===== config.mk =====
export PLATFORM = sky130hd
export DESIGN_NAME = modlim_cfg
export DESIGN_NICKNAME = d
export VERILOG_FILES = /design/src/modlim_pkg.sv /design/src/deb_if.sv /design/src/mod_scale.sv /design/src/deb_timer.sv /design/src/modlim_cfg.sv
export SDC_FILE = /design/constraint.sdc
export NUM_CORES = 1
export LEC_CHECK = 0
export ABC_AREA = 1
export BUFFER_PORTS_ARGS = -buffer_cell sky130_fd_sc_hd__buf_4
export CAP_MARGIN = 20
export CORE_MARGIN = 5
export CORE_UTILIZATION = 52
export CTS_CLUSTER_DIAMETER = 60
export DETAILED_ROUTE_END_ITERATION = 7
export PLACE_DENSITY = 0.84
export SLEW_MARGIN = 20
export SYNTH_ARGS = -nofsm -noshare
export SYNTH_HDL_FRONTEND = slang
export SYNTH_SLANG_ARGS = --single-unit

===== constraint.sdc =====
create_clock -name pclk -period 3.6 [get_ports pclk]
set_input_delay 0.72 -clock pclk [delete_from_list [all_inputs] [get_ports pclk]]
set_output_delay 0.72 -clock pclk [all_outputs]
set_load 0.01 [all_outputs]

===== src/modlim_pkg.sv =====
// Shared constants and types for the modulation limit and feedforward config block
package modlim_pkg;
  localparam int unsigned CLK_PERIOD_NS = 100;
  localparam int unsigned DEB_SHORT_MS  = 5;
  localparam int unsigned DEB_LONG_MS   = 10;
  localparam int unsigned DEB_SHORT_CYC = DEB_SHORT_MS * 1000000 / CLK_PERIOD_NS;
  localparam int unsigned DEB_LONG_CYC  = DEB_LONG_MS * 1000000 / CLK_PERIOD_NS;
  localparam int unsigned DEB_CNT_W     = 17;
  localparam int unsigned ADDR_W        = 18;
  localparam int unsigned MOD_NS_W      = 15;
  // Register indices, byte address is four times the index
  localparam logic [15:0] IDX_CHAN_A_LIMIT = 16'hfe3c;
  localparam logic [15:0] IDX_CHAN_B_LIMIT = 16'hfe3d;
  localparam logic [15:0] IDX_CHAN_A_CFG   = 16'hfe3e;
  localparam logic [15:0] IDX_FREQ_BAND    = 16'hff00;
  localparam logic [15:0] IDX_STATUS       = 16'hff01;
  // Reset values
  localparam logic [7:0]  LIMIT_RST = 8'h00;
  localparam logic [7:0]  CFG_RST   = 8'h08;
  // Configuration and status field positions
  localparam int unsigned CFG_DEB_LONG_BIT = 5;
  localparam int unsigned CFG_DEB_EN_BIT   = 4;
  localparam int unsigned CFG_FFWD_SEL_BIT = 3;
  localparam int unsigned CFG_FFWD_EN_BIT  = 2;
  localparam int unsigned CFG_GAIN_LSB     = 0;
  localparam int unsigned STAT_SETTLED_BIT = 0;
  localparam int unsigned STAT_BUSY_BIT    = 1;
  // Step of one limit LSB per frequency band
  localparam logic [6:0]  LSB_NS_49K  = 7'h50;
  localparam logic [6:0]  LSB_NS_98K  = 7'h28;
  localparam logic [6:0]  LSB_NS_195K = 7'h14;
  localparam logic [6:0]  LSB_NS_391K = 7'h0a;

  typedef enum logic [1:0] {
    BAND_49K  = 2'h0,
    BAND_98K  = 2'h1,
    BAND_195K = 2'h2,
    BAND_391K = 2'h3
  } band_t;

  typedef enum logic [1:0] {
    DEB_IDLE  = 2'h0,
    DEB_COUNT = 2'h1,
    DEB_DONE  = 2'h3
  } deb_state_t;

  function automatic logic [6:0] lsb_ns(input band_t b);
    case (b)
      BAND_49K:  return LSB_NS_49K;
      BAND_98K:  return LSB_NS_98K;
      BAND_195K: return LSB_NS_195K;
      default:   return LSB_NS_391K;
    endcase
  endfunction
endpackage


===== src/deb_if.sv =====
// Settling debounce control and result between config and timer
`timescale 1ns/1ns
interface deb_if;
  logic en;
  logic long_sel;
  logic active;
  logic raw;
  logic settled;
  logic busy;
  modport ctl (output en, long_sel, active, raw, input settled, busy);
  modport tmr (input en, long_sel, active, raw, output settled, busy);
endinterface


===== src/mod_scale.sv =====
// Converts a modulation limit code to a time in ns for the active band
`timescale 1ns/1ns
module mod_scale (
  // Clock and reset
  input  wire logic                             pclk,
  input  wire logic                             presetn,
  // Limit code and band
  input  wire logic [7:0]                       limit,
  input  wire modlim_pkg::band_t                band,
  // Scaled limit
  output logic [modlim_pkg::MOD_NS_W-1:0]       ns_q
);
  logic [modlim_pkg::MOD_NS_W-1:0] ns_d;

  // Limit is the widest edge shift from the default edge, in band steps
  assign ns_d = {7'h00, limit} * {8'h00, modlim_pkg::lsb_ns(band)};

  always_ff @(posedge pclk or negedge presetn) begin
    if (!presetn) begin
      ns_q <= '0;
    end else begin
      ns_q <= ns_d;
    end
  end
endmodule


===== src/deb_timer.sv =====
// Settling debounce timer for the high frequency sense ADC
`timescale 1ns/1ns
module deb_timer #(
  parameter int unsigned SHORT_CYC = modlim_pkg::DEB_SHORT_CYC,
  parameter int unsigned LONG_CYC  = modlim_pkg::DEB_LONG_CYC,
  parameter int unsigned CNT_W     = modlim_pkg::DEB_CNT_W
) (
  // Clock and reset
  input  wire logic pclk,
  input  wire logic presetn,
  // Debounce port
  deb_if.tmr        d
);
  modlim_pkg::deb_state_t state_q, state_d;
  logic [CNT_W-1:0]       cnt_q, cnt_d;
  wire  [CNT_W-1:0]       last_cnt;
  wire                    go;

  assign go       = d.active & d.raw;
  assign last_cnt = d.long_sel ? CNT_W'(LONG_CYC - 1) : CNT_W'(SHORT_CYC - 1);

  always_comb begin
    state_d = state_q;
    cnt_d   = cnt_q;
    case (state_q)
      modlim_pkg::DEB_IDLE: begin
        cnt_d = '0;
        if (go) begin
          state_d = d.en ? modlim_pkg::DEB_COUNT : modlim_pkg::DEB_DONE;
        end
      end
      modlim_pkg::DEB_COUNT: begin
        if (!go) begin
          state_d = modlim_pkg::DEB_IDLE;
        end else if (!d.en || cnt_q == last_cnt) begin
          state_d = modlim_pkg::DEB_DONE;
        end else begin
          cnt_d = cnt_q + 1'b1;
        end
      end
      modlim_pkg::DEB_DONE: begin
        if (!go) begin
          state_d = modlim_pkg::DEB_IDLE;
        end
      end
      default: state_d = modlim_pkg::DEB_IDLE;
    endcase
  end

  always_ff @(posedge pclk or negedge presetn) begin
    if (!presetn) begin
      state_q <= modlim_pkg::DEB_IDLE;
      cnt_q   <= '0;
    end else begin
      state_q <= state_d;
      cnt_q   <= cnt_d;
    end
  end

  assign d.settled = (state_q == modlim_pkg::DEB_DONE);
  assign d.busy    = (state_q == modlim_pkg::DEB_COUNT);
endmodule


===== src/modlim_cfg.sv =====
// APB register block for modulation limits, feedforward and soft-start settings
//
// Chosen here: the APB register port.
`timescale 1ns/1ns
module modlim_cfg #(
  parameter int unsigned ADDR_W        = modlim_pkg::ADDR_W,
  parameter int unsigned DEB_SHORT_CYC = modlim_pkg::DEB_SHORT_CYC,
  parameter int unsigned DEB_LONG_CYC  = modlim_pkg::DEB_LONG_CYC,
  parameter int unsigned DEB_W         = modlim_pkg::DEB_CNT_W
) (
  // Clock and reset
  input  wire logic                              pclk,
  input  wire logic                              presetn,
  // APB slave
  input  wire logic                              psel,
  input  wire logic                              penable,
  input  wire logic                              pwrite,
  input  wire logic [ADDR_W-1:0]                 paddr,
  input  wire logic [31:0]                       pwdata,
  output logic                                   pready,
  output logic [31:0]                            prdata,
  output logic                                   pslverr,
  // Soft-start sense
  input  wire logic                              soft_start_active,
  input  wire logic                              hf_adc_ready,
  // Control outputs
  output logic [modlim_pkg::MOD_NS_W-1:0]        chan_a_mod_limit_ns,
  output logic [modlim_pkg::MOD_NS_W-1:0]        chan_b_mod_limit_ns,
  output logic                                   ffwd_en,
  output logic                                   ffwd_line_adc_sel,
  output logic [3:0]                             ss_filter_gain,
  output logic                                   hf_adc_settled
);
  if (ADDR_W < 18 || ADDR_W > 32) begin : g_bad_addr
    $error("ADDR_W must be 18 to 32");
  end
  if (DEB_SHORT_CYC < 1 || DEB_LONG_CYC < DEB_SHORT_CYC) begin : g_bad_deb
    $error("debounce counts out of order");
  end
  if (DEB_LONG_CYC > (64'd1 << DEB_W)) begin : g_bad_w
    $error("DEB_W too narrow for debounce count");
  end

  function automatic logic word_hit(input logic [ADDR_W-1:0] a, input logic [15:0] idx);
    return (a[1:0] == 2'h0) && (a[ADDR_W-1:2] == (ADDR_W-2)'(idx));
  endfunction

  // Register state
  logic [7:0]          lim_a_q;
  logic [7:0]          lim_b_q;
  logic [7:0]          cfg_a_q;
  modlim_pkg::band_t   band_q;
  logic                pready_q;
  logic [31:0]         prdata_q;
  logic                pslverr_q;
  logic                ffwd_en_q;
  logic                ffwd_sel_q;
  logic [3:0]          gain_q;
  logic                settled_q;

  // Bus decode
  wire        setup;
  wire        wr_en;
  wire        hit_lim_a;
  wire        hit_lim_b;
  wire        hit_cfg;
  wire        hit_band;
  wire        hit_stat;
  wire        any_hit;
  wire [7:0]  status;
  wire [7:0]  rd_byte;
  wire [31:0] prdata_d;
  wire [3:0]  gain_d;

  deb_if dbi ();

  assign setup     = psel & ~penable;
  assign wr_en     = psel & penable & pready_q & pwrite;
  assign hit_lim_a = word_hit(paddr, modlim_pkg::IDX_CHAN_A_LIMIT);
  assign hit_lim_b = word_hit(paddr, modlim_pkg::IDX_CHAN_B_LIMIT);
  assign hit_cfg   = word_hit(paddr, modlim_pkg::IDX_CHAN_A_CFG);
  assign hit_band  = word_hit(paddr, modlim_pkg::IDX_FREQ_BAND);
  assign hit_stat  = word_hit(paddr, modlim_pkg::IDX_STATUS);
  assign any_hit   = hit_lim_a | hit_lim_b | hit_cfg | hit_band | hit_stat;

  assign status = {6'h00, dbi.busy, dbi.settled};

  assign rd_byte = hit_lim_a ? lim_a_q :
                   hit_lim_b ? lim_b_q :
                   hit_cfg   ? cfg_a_q :
                   hit_band  ? {6'h00, band_q} :
                   hit_stat  ? status : 8'h00;

  // Read data is captured in the setup cycle so the access cycle needs no wait
  assign prdata_d = (setup & ~pwrite) ? {24'h000000, rd_byte} : 32'h00000000;

  always_ff @(posedge pclk or negedge presetn) begin
    if (!presetn) begin
      pready_q  <= 1'b0;
      prdata_q  <= '0;
      pslverr_q <= 1'b0;
    end else begin
      pready_q  <= setup;
      prdata_q  <= prdata_d;
      pslverr_q <= setup & ~any_hit;
    end
  end

  // Limits, one per channel, written independently
  always_ff @(posedge pclk or negedge presetn) begin
    if (!presetn) begin
      lim_a_q <= modlim_pkg::LIMIT_RST;
      lim_b_q <= modlim_pkg::LIMIT_RST;
    end else begin
      if (wr_en && hit_lim_a) begin
        lim_a_q <= pwdata[7:0];
      end
      if (wr_en && hit_lim_b) begin
        lim_b_q <= pwdata[7:0];
      end
    end
  end

  // Config byte resets with the line sense ADC selected; reserved bits are kept as written
  always_ff @(posedge pclk or negedge presetn) begin
    if (!presetn) begin
      cfg_a_q <= modlim_pkg::CFG_RST;
      band_q  <= modlim_pkg::BAND_49K;
    end else begin
      if (wr_en && hit_cfg) begin
        cfg_a_q <= pwdata[7:0];
      end
      if (wr_en && hit_band) begin
        band_q <= modlim_pkg::band_t'(pwdata[1:0]);
      end
    end
  end

  // Gain is 1 shifted by the two-bit code
  assign gain_d = 4'h1 << cfg_a_q[modlim_pkg::CFG_GAIN_LSB +: 2];

  always_ff @(posedge pclk or negedge presetn) begin
    if (!presetn) begin
      ffwd_en_q  <= 1'b0;
      ffwd_sel_q <= 1'b1;
      gain_q     <= 4'h1;
      settled_q  <= 1'b0;
    end else begin
      ffwd_en_q  <= cfg_a_q[modlim_pkg::CFG_FFWD_EN_BIT];
      ffwd_sel_q <= cfg_a_q[modlim_pkg::CFG_FFWD_SEL_BIT];
      gain_q     <= gain_d;
      settled_q  <= dbi.settled;
    end
  end

  // Debounce timer; bit 5 only matters while bit 4 enables it
  assign dbi.en       = cfg_a_q[modlim_pkg::CFG_DEB_EN_BIT];
  assign dbi.long_sel = cfg_a_q[modlim_pkg::CFG_DEB_LONG_BIT];
  assign dbi.active   = soft_start_active;
  assign dbi.raw      = hf_adc_ready;

  deb_timer #(
    .SHORT_CYC (DEB_SHORT_CYC),
    .LONG_CYC  (DEB_LONG_CYC),
    .CNT_W     (DEB_W)
  ) u_deb (
    .pclk    (pclk),
    .presetn (presetn),
    .d       (dbi)
  );

  // Each channel scales its own limit by the shared band
  mod_scale u_scale_a (
    .pclk    (pclk),
    .presetn (presetn),
    .limit   (lim_a_q),
    .band    (band_q),
    .ns_q    (chan_a_mod_limit_ns)
  );

  mod_scale u_scale_b (
    .pclk    (pclk),
    .presetn (presetn),
    .limit   (lim_b_q),
    .band    (band_q),
    .ns_q    (chan_b_mod_limit_ns)
  );

  assign pready            = pready_q;
  assign prdata            = prdata_q;
  assign pslverr           = pslverr_q;
  assign ffwd_en           = ffwd_en_q;
  assign ffwd_line_adc_sel = ffwd_sel_q;
  assign ss_filter_gain    = gain_q;
  assign hf_adc_settled    = settled_q;

  // Helper: length of the last debounce run, read only by the checks
  logic [DEB_W:0] busy_len_q;
  always_ff @(posedge pclk or negedge presetn) begin
    if (!presetn) begin
      busy_len_q <= '0;
    end else if (dbi.busy) begin
      busy_len_q <= busy_len_q + 1'b1;
    end else if (!dbi.settled) begin
      busy_len_q <= '0;
    end
  end
endmodule


==> results of run 1 <==
[critical path, cell delays in order (launching register included)]
cell and delay, ns:
dfrtp_2 0.45, buf_6 0.13, nand2_4 0.06, buf_6 0.11, buf_6 0.10, nor2_4 0.03
fa_1 0.56, inv_2 0.05, fa_1 0.54, inv_2 0.05, fa_2 0.56, ha_4 0.22
fa_2 0.42, nand3_2 0.08, nand2_2 0.06, buf_4 0.14, xor2_1 0.15
[worst max-delay path by stage]
stage          cells after the start                  to  slack, ns
2_1_floorplan                     16  u_scale_b.ns_q[13]     -0.007
3_3_place_gp                      14  u_scale_a.ns_q[14]      -0.26
3_5_place_dp                      14  u_scale_a.ns_q[14]      -0.41
4_1_cts                           16  u_scale_b.ns_q[13]      -0.11
5_1_grt                           18  u_scale_a.ns_q[13]      -0.32
6_report                          16   u_scale_a.ns_q[9]      -0.22
[cells by family after synthesis]
logic type | share of synthesized area, %
AOI/OAI and AO/OA | 5.02
xor gates and xnor gates | 2.42
adders and majority gates | 24.7
buffers and inverters | 10.4
DFF | 31.2
other | 0.0519
and+or+nand+nor | 26.2
[cell type report]
class / instances / share of cell area [%]
Sequential cell: 90 / 23.6
Clock inverter: 7 / 0.953
Clock buffer: 9 / 2.35
Timing Repair Buffer: 155 / 13.0
Inverter: 128 / 5.12
Tap cell: 180 / 2.35
Timing Repair inverter: 1 / 0.0653
Multi-Input combinational cell: 677 / 52.6
[what timing repair did]
action                     in CTS  in global routing
setup endpoints to repair      17                 17
pin swaps                      43                 68
buffers inserted                8                 17
cloned                          2                  1
gates resized for setup        65                 85
[metal layers]
metal | vias up | part of all wire, % | GRT usage, %
li1 | 3096 | - | -
met1 | 3185 | 39 | 29.3
met2 | 348 | 50 | 38.7
met3 | 74 | 7.2 | 3.96
met4 | 0 | 3.7 | 9.36
met5 | - | 0 | 0
[Yosys cell counts (all sizes together) (3+ instances only)]
library cell  count  area, um^2
buf              33         246
a31oi             4        25.0
nor2            148         591
dfrtp            87        2180
clkbuf            7        26.3
nand2           225         845
nand4            18         113
ha               63         788
dfstp             3        78.8
xor2             17         149
a21oi            13        65.1
inv             127         477
nand3            53         280
fa               50        1000
nor3             10        50.1
o21ai            38         220
o21bai            5        37.5
xnor2             3        26.3
[flip-flops by register name, indices dropped and copies added (netlist names)]
name,count
hf_adc_settled,1
pready,1
pslverr,1
ffwd_en,1
ss_filter_gain,4
ffwd_line_adc_sel,1
cfg_a_q,8
band_q,2
u_deb.state_q,2
u_deb.cnt_q,17
u_scale_a.ns_q,14
lim_b_q,8
lim_a_q,8
u_scale_b.ns_q,14
prdata,8
[where the power goes]
group          switching, uW  internal (uW)
logic                   88.8           39.8
clock network            479            560
registers               4.32           1010
total                    572           1610
[stage by stage]
| stage | power (uW) | TNS, ns |
|---|---|---|
| floorplan | 1120 | -0.00744 |
| global placement | 1160 | -2.35 |
| detailed placement | 1170 | -3.85 |
| CTS | 2180 | -0.476 |
| global route | 2240 | -3.66 |
| finish | 2190 | -2.04 |
==> reports/metrics.yaml, run 1 <==
run_status:
  outcome: "finished with violations"
  violations: "setup timing"
critical_path:
  required_ns: 3.84
  r2r_slack_ns: -0.22
  startpoint: "band_q[1]"
  worstPathArrival_ns: 4.06
  cp-end-kind: "flip-flop"
  start_kind: "flip-flop"
  reg2reg_from: "band_q[1]"
  cp_max_fo: 4
  reg2reg_to: "u_scale_a.ns_q[9]"
  worstSetupPathType: "reg2reg"
  r2r_cells: 16
synthesis:
  ys_types: 33
  syn_area_mm2: 0.00723
  syn_avg_cell_area_um2: 7.95
  ys_warn_count: 0
  syn_inst: 910
  yosysSeqAreaShare_pct: 31.2
  synth-main-ff-cell: "dfrtp_1"
  synth_edf_count: 0
  async_flop_share_pct: 100
  ys_ff_latch: 90
placed_design:
  place_inst: 1204
  hpwl_um: 13300
  gp_congestion: 0.913
  portBuffers: 77
  placed_area_mm2: 0.00837
  dp_worst_setup_slack_ns: -0.406
finish:
  fillers: 997
  final-seq-area_mm2: 0.00226
  multiInputGateArea_mm2: 0.00504
  layout.cells.most_common_list: "nand2_1 (208), buf_4 (134), inv_1 (112), nor2_1 (110), dfrtp_1 (85)"
  antenna_cells: 0
  design_area_mm2: 0.00959
  areaGrowthSynthToFinish_pct: 32.6
  fin_nets: 1232
  final_common_cell: "nand2_1"
  drive_gt1_share_pct: 29.3
  finalNonFillerCells: 1247
  utilization_pct: 69.6
timing:
  worstMarginPinSlew_ns: 0.569
  finalHoldViolCount: 0
  setup_ws_ns: -0.217
  period_minus_slack_ns: 3.82
  hold_ws_ns: 0.281
  maxSlewHeadroom_pct: 61.9
  skew_ns: 0.0109
  grt_setup_unrepaired: "true"
  fmax_mhz: 262
  finalCritPeriodShare_pct: 106
  drv_slew: 0
  setup_viol: 16
detailed_routing:
  drt-total-wl_um: 20500
  drt_iter0_drc: 585
  dr.pass1.iters: 6
  drc: 0
  routed-via-count: 6703
  ant_nets: 0
  avgViaCountPerCell: 5.38
  wl_per_cell_um: 16.4
global_routing:
  antenna_found_initial: 0
  grt_pass1_wl_um: 30300
  track_usage_pct: 22.9
  grt_overflow_total: 0
  grt_pass1_vias: 6505
  grt_max_degree: 64
power_and_ir_drop:
  power_density_mw_per_mm2: 228
  leakage_uw: 0.00520
  peakVddDrop_mv: 0.234
die:
  core_area_mm2: 0.0138
  die_area_mm2: 0.0164
  die_x_um: 128
  rows: 43
  design.portCount: 128
  initial_core_util_pct: 52.5
  dieHeight_um: 128
clocking:
  cts_num_sinks: 90
  cts-root-buf: "clkbuf_16"
  postCtsHoldBufs: 0
  h-tree-depth: 3
  clockBufferDepth: 2
  cts_buffers: 9
  clk_latency_ns: 0.36
  cts_tree: "built"
  clk_pin_slew_ns: 0.07
run:
  maxCapViolCount: 0
hold_path:
  hold_class: "in2async"
Power figures use the tool's default switching activity.
==> run 2: changes to the inputs <==
Settings changed: ABC_AREA 1 to 0, CORE_UTILIZATION 52 to 51, PLACE_DENSITY 0.84 to 0.83.
==> run 2 against run 1 <==
Effect of this change:
- the flow still finishes with violations (setup timing)
- sequential power about the same
- flip-flop and latch count is the same
- clock-buffer cell count is 1 higher
- hold slack better by 0.11 ns
- routed wire length shrank 11%
- global-route usage down 1.9 points
- highest routed layer unchanged
==> reports/metrics.yaml, run 2 <==
synthesis:
  ys_ff_latch: 90
  async_flop_share_pct: 100
  synth_common_cells: "dfrtp_1 (87), ha_1 (63), fa_1 (50), nor2_1 (43), and2_1 (40)"
  yosysMostFrequentCell: "dfrtp_1"
  synth_edf_count: 0
  ys_warn_count: 0
  ys_types: 67
  syn_area_mm2: 0.00684
  syn_avg_cell_area_um2: 10.8
  syn_inst: 635
  synth_top_area_share_pct: 31.8
  yosysSeqAreaShare_pct: 33.0
  synth_largest_area_cell: "dfrtp_1"
  yosys-top-cells-area: "dfrtp_1 (32%), fa_1 (15%), ha_1 (12%), mux2_2 (4.6%), and2_1 (3.7%)"
  synth-main-ff-cell: "dfrtp_1"
timing:
  drv_slew: 0
  period_minus_slack_ns: 4.33
  maxSlewHeadroom_pct: 37.0
  fmax_mhz: 231
  setup_ws_ns: -0.735
  finalHoldViolCount: 0
  setup_viol: 16
  hold_ws_ns: 0.396
  grt_setup_unrepaired: "true"
  worstMarginPinSlew_ns: 0.941
  finalCritPeriodShare_pct: 120
  timing.setup.tns_ns: -4.99
  skew_ns: 0.0133
power_and_ir_drop:
  pwr-share-seq_pct: 48.1
  switching_share_pct: 23.8
  power_density_mw_per_mm2: 233
  p_sw_uw: 504
  clkPwrFrac_pct: 47.0
  leakage_uw: 0.00482
  p_int_uw: 1610
  share_comb_of_total_power_pct: 4.9
  power.total_uw: 2110
  peakVddDrop_mv: 0.263
detailed_routing:
  drt_iter0_drc: 527
  drc: 0
  drt-total-wl_um: 18200
  avgViaCountPerCell: 5.70
  ant_nets: 0
  dr.pass1.iters: 5
  wl_per_cell_um: 18.6
  routed-via-count: 5577
hold_path:
  hp-start: "cfg_a_q[3]"
  hold_class: "reg2reg"
  whs_endpoint: "ffwd_line_adc_sel"
  hold-path-cell-count: 0
critical_path:
  crit_family: "adder cells"
  cp-end-kind: "flip-flop"
  worstSetupPathType: "reg2reg"
  start_kind: "flip-flop"
  reg2reg_to: "u_scale_b.ns_q[14]"
  r2r_cells: 12
  cp_cell_sequence: "buf_12 > and2_4 > and2_4 > fa_2 > fa_2 > fa_1 > ha_4 > ha_4 > and4_1 > a2111o_1 > or4_4 > and3_4"
  cp_max_fo: 8
  worstPathArrival_ns: 4.58
  worst-path-buf-inv: 1
  crit_slowest_cell: "fa_1"
  required_ns: 3.84
  reg2reg_from: "band_q[0]"
  slowest_delay_ns: 0.59
  r2r_slack_ns: -0.73
clocking:
  clockBufferDepth: 2
  postCtsHoldBufs: 0
  clk_pin_slew_ns: 0.08
  cts-root-buf: "clkbuf_16"
  cts_num_sinks: 90
  h-tree-depth: 3
  clk_latency_ns: 0.35
  cts_tree: "built"
  cts_buffers: 9
finish:
  finalNonFillerCells: 979
  areaGrowthSynthToFinish_pct: 32.7
  fin_nets: 968
  regMostFlops: "u_deb.cnt_q"
  largest_reg_flops: 17
  antenna_cells: 0
  drive_gt1_share_pct: 39.7
  final_common_cell: "buf_4"
  layout.cells.most_common_list: "buf_4 (160), dfrtp_1 (85), fa_1 (45), ha_1 (39), nor2_1 (38)"
  reg_top3: "u_deb.cnt_q: 17 flops, u_scale_a.ns_q: 14 flops, u_scale_b.ns_q: 14 flops"
die:
  die_area_mm2: 0.0158
  initial_core_util_pct: 51.9
  design.portCount: 128
  core_area_mm2: 0.0132
  die_x_um: 126
  dieHeight_um: 126
  rows: 42
placed_design:
  gp_congestion: 0.902
  dp_worst_setup_slack_ns: -0.722
  place_inst: 954
  hpwl_um: 12200
  portBuffers: 77
global_routing:
  track_usage_pct: 21.0
  grt_pass1_vias: 5812
  grt_overflow_total: 0
  antenna_found_initial: 0
  grt_max_degree: 91
  grt_pass1_wl_um: 28000
run:
  maxCapViolCount: 0
run_status:
  violations: "setup timing"
  outcome: "finished with violations"
[run 2: worst max path at each step]
stage               startpoint                 end  slack, ns  cells after the start
floorplan            band_q[0]  u_scale_b.ns_q[14]      -0.58                     12
global placement     band_q[0]  u_scale_b.ns_q[14]      -0.64                     13
detailed placement   band_q[0]  u_scale_b.ns_q[14]      -0.72                     13
CTS                  band_q[0]  u_scale_b.ns_q[14]      -0.67                     13
global route         band_q[0]  u_scale_b.ns_q[14]      -0.83                     14
finish               band_q[0]  u_scale_b.ns_q[14]      -0.73                     12
[run 2: worst reg2reg max path: stages, from the launching register on]
cell and delay (ns):
dfrtp_2 0.48, buf_12 0.17, and2_4 0.17, and2_4 0.13, fa_2 0.53, fa_2 0.43, fa_1 0.59, ha_4 0.23
ha_4 0.22, and4_1 0.18, a2111o_1 0.44, or4_4 0.49, and3_4 0.16
[run 2: cells by family (layout without fill, tap and decap cells)]
family / count (synthesis) / after routing / share of synthesized area (%)
compound gates: 68 / 68 / 7.52
other cells: 1 / 26 / 0.0548
xor+xnor: 26 / 26 / 3.33
flops: 90 / 90 / 33.0
fa+ha+maj: 113 / 113 / 26.2
buf+inv: 80 / 223 / 5.89
mux: 32 / 32 / 5.19
simple gates: 225 / 225 / 18.9
[run 2: through the flow]
step                instance area (um^2)  utilization (%)
floorplan                           7180                -
global placement                    8340             63.2
detailed placement                  8340             63.2
CTS                                 8710             66.0
global route                        9080             68.8
finish                              9080             68.8
[run 2: cell type report]
cell class	instances	area, um^2
multi-input cells	490	4760
fillers	872	4110
flip-flops and latches	90	2260
repair buffers	174	1400
clock buffers	10	239
well taps	176	220
inverters	33	129
clock inverters	6	71.3
[run 2: timing repair]
action,in CTS,in global routing
pin swaps,5,39
gates cloned,0,3
setup endpoints to repair,15,18
resized for setup,10,70
buffers inserted,2,6
[run 2: power by group through the flow]
stage                     Sequential, uW  Combinational [uW]  Clock [uW]
after floorplan                     1040                62.1           0
after global placement              1040                97.1           0
after detailed placement            1040                 101           0
after CTS                           1020                 101         990
after global routing                1020                 115        1050
final                               1020                 103         994
[run 2: per-layer routing]
layer | wire [um] | vias up | global-route usage [%]
li1 | - | 2472 | -
met1 | 6860 | 2769 | 25.8
met2 | 9500 | 270 | 36.9
met3 | 1220 | 66 | 3.94
met4 | 648 | 0 | 7.95
met5 | 0 | - | 0
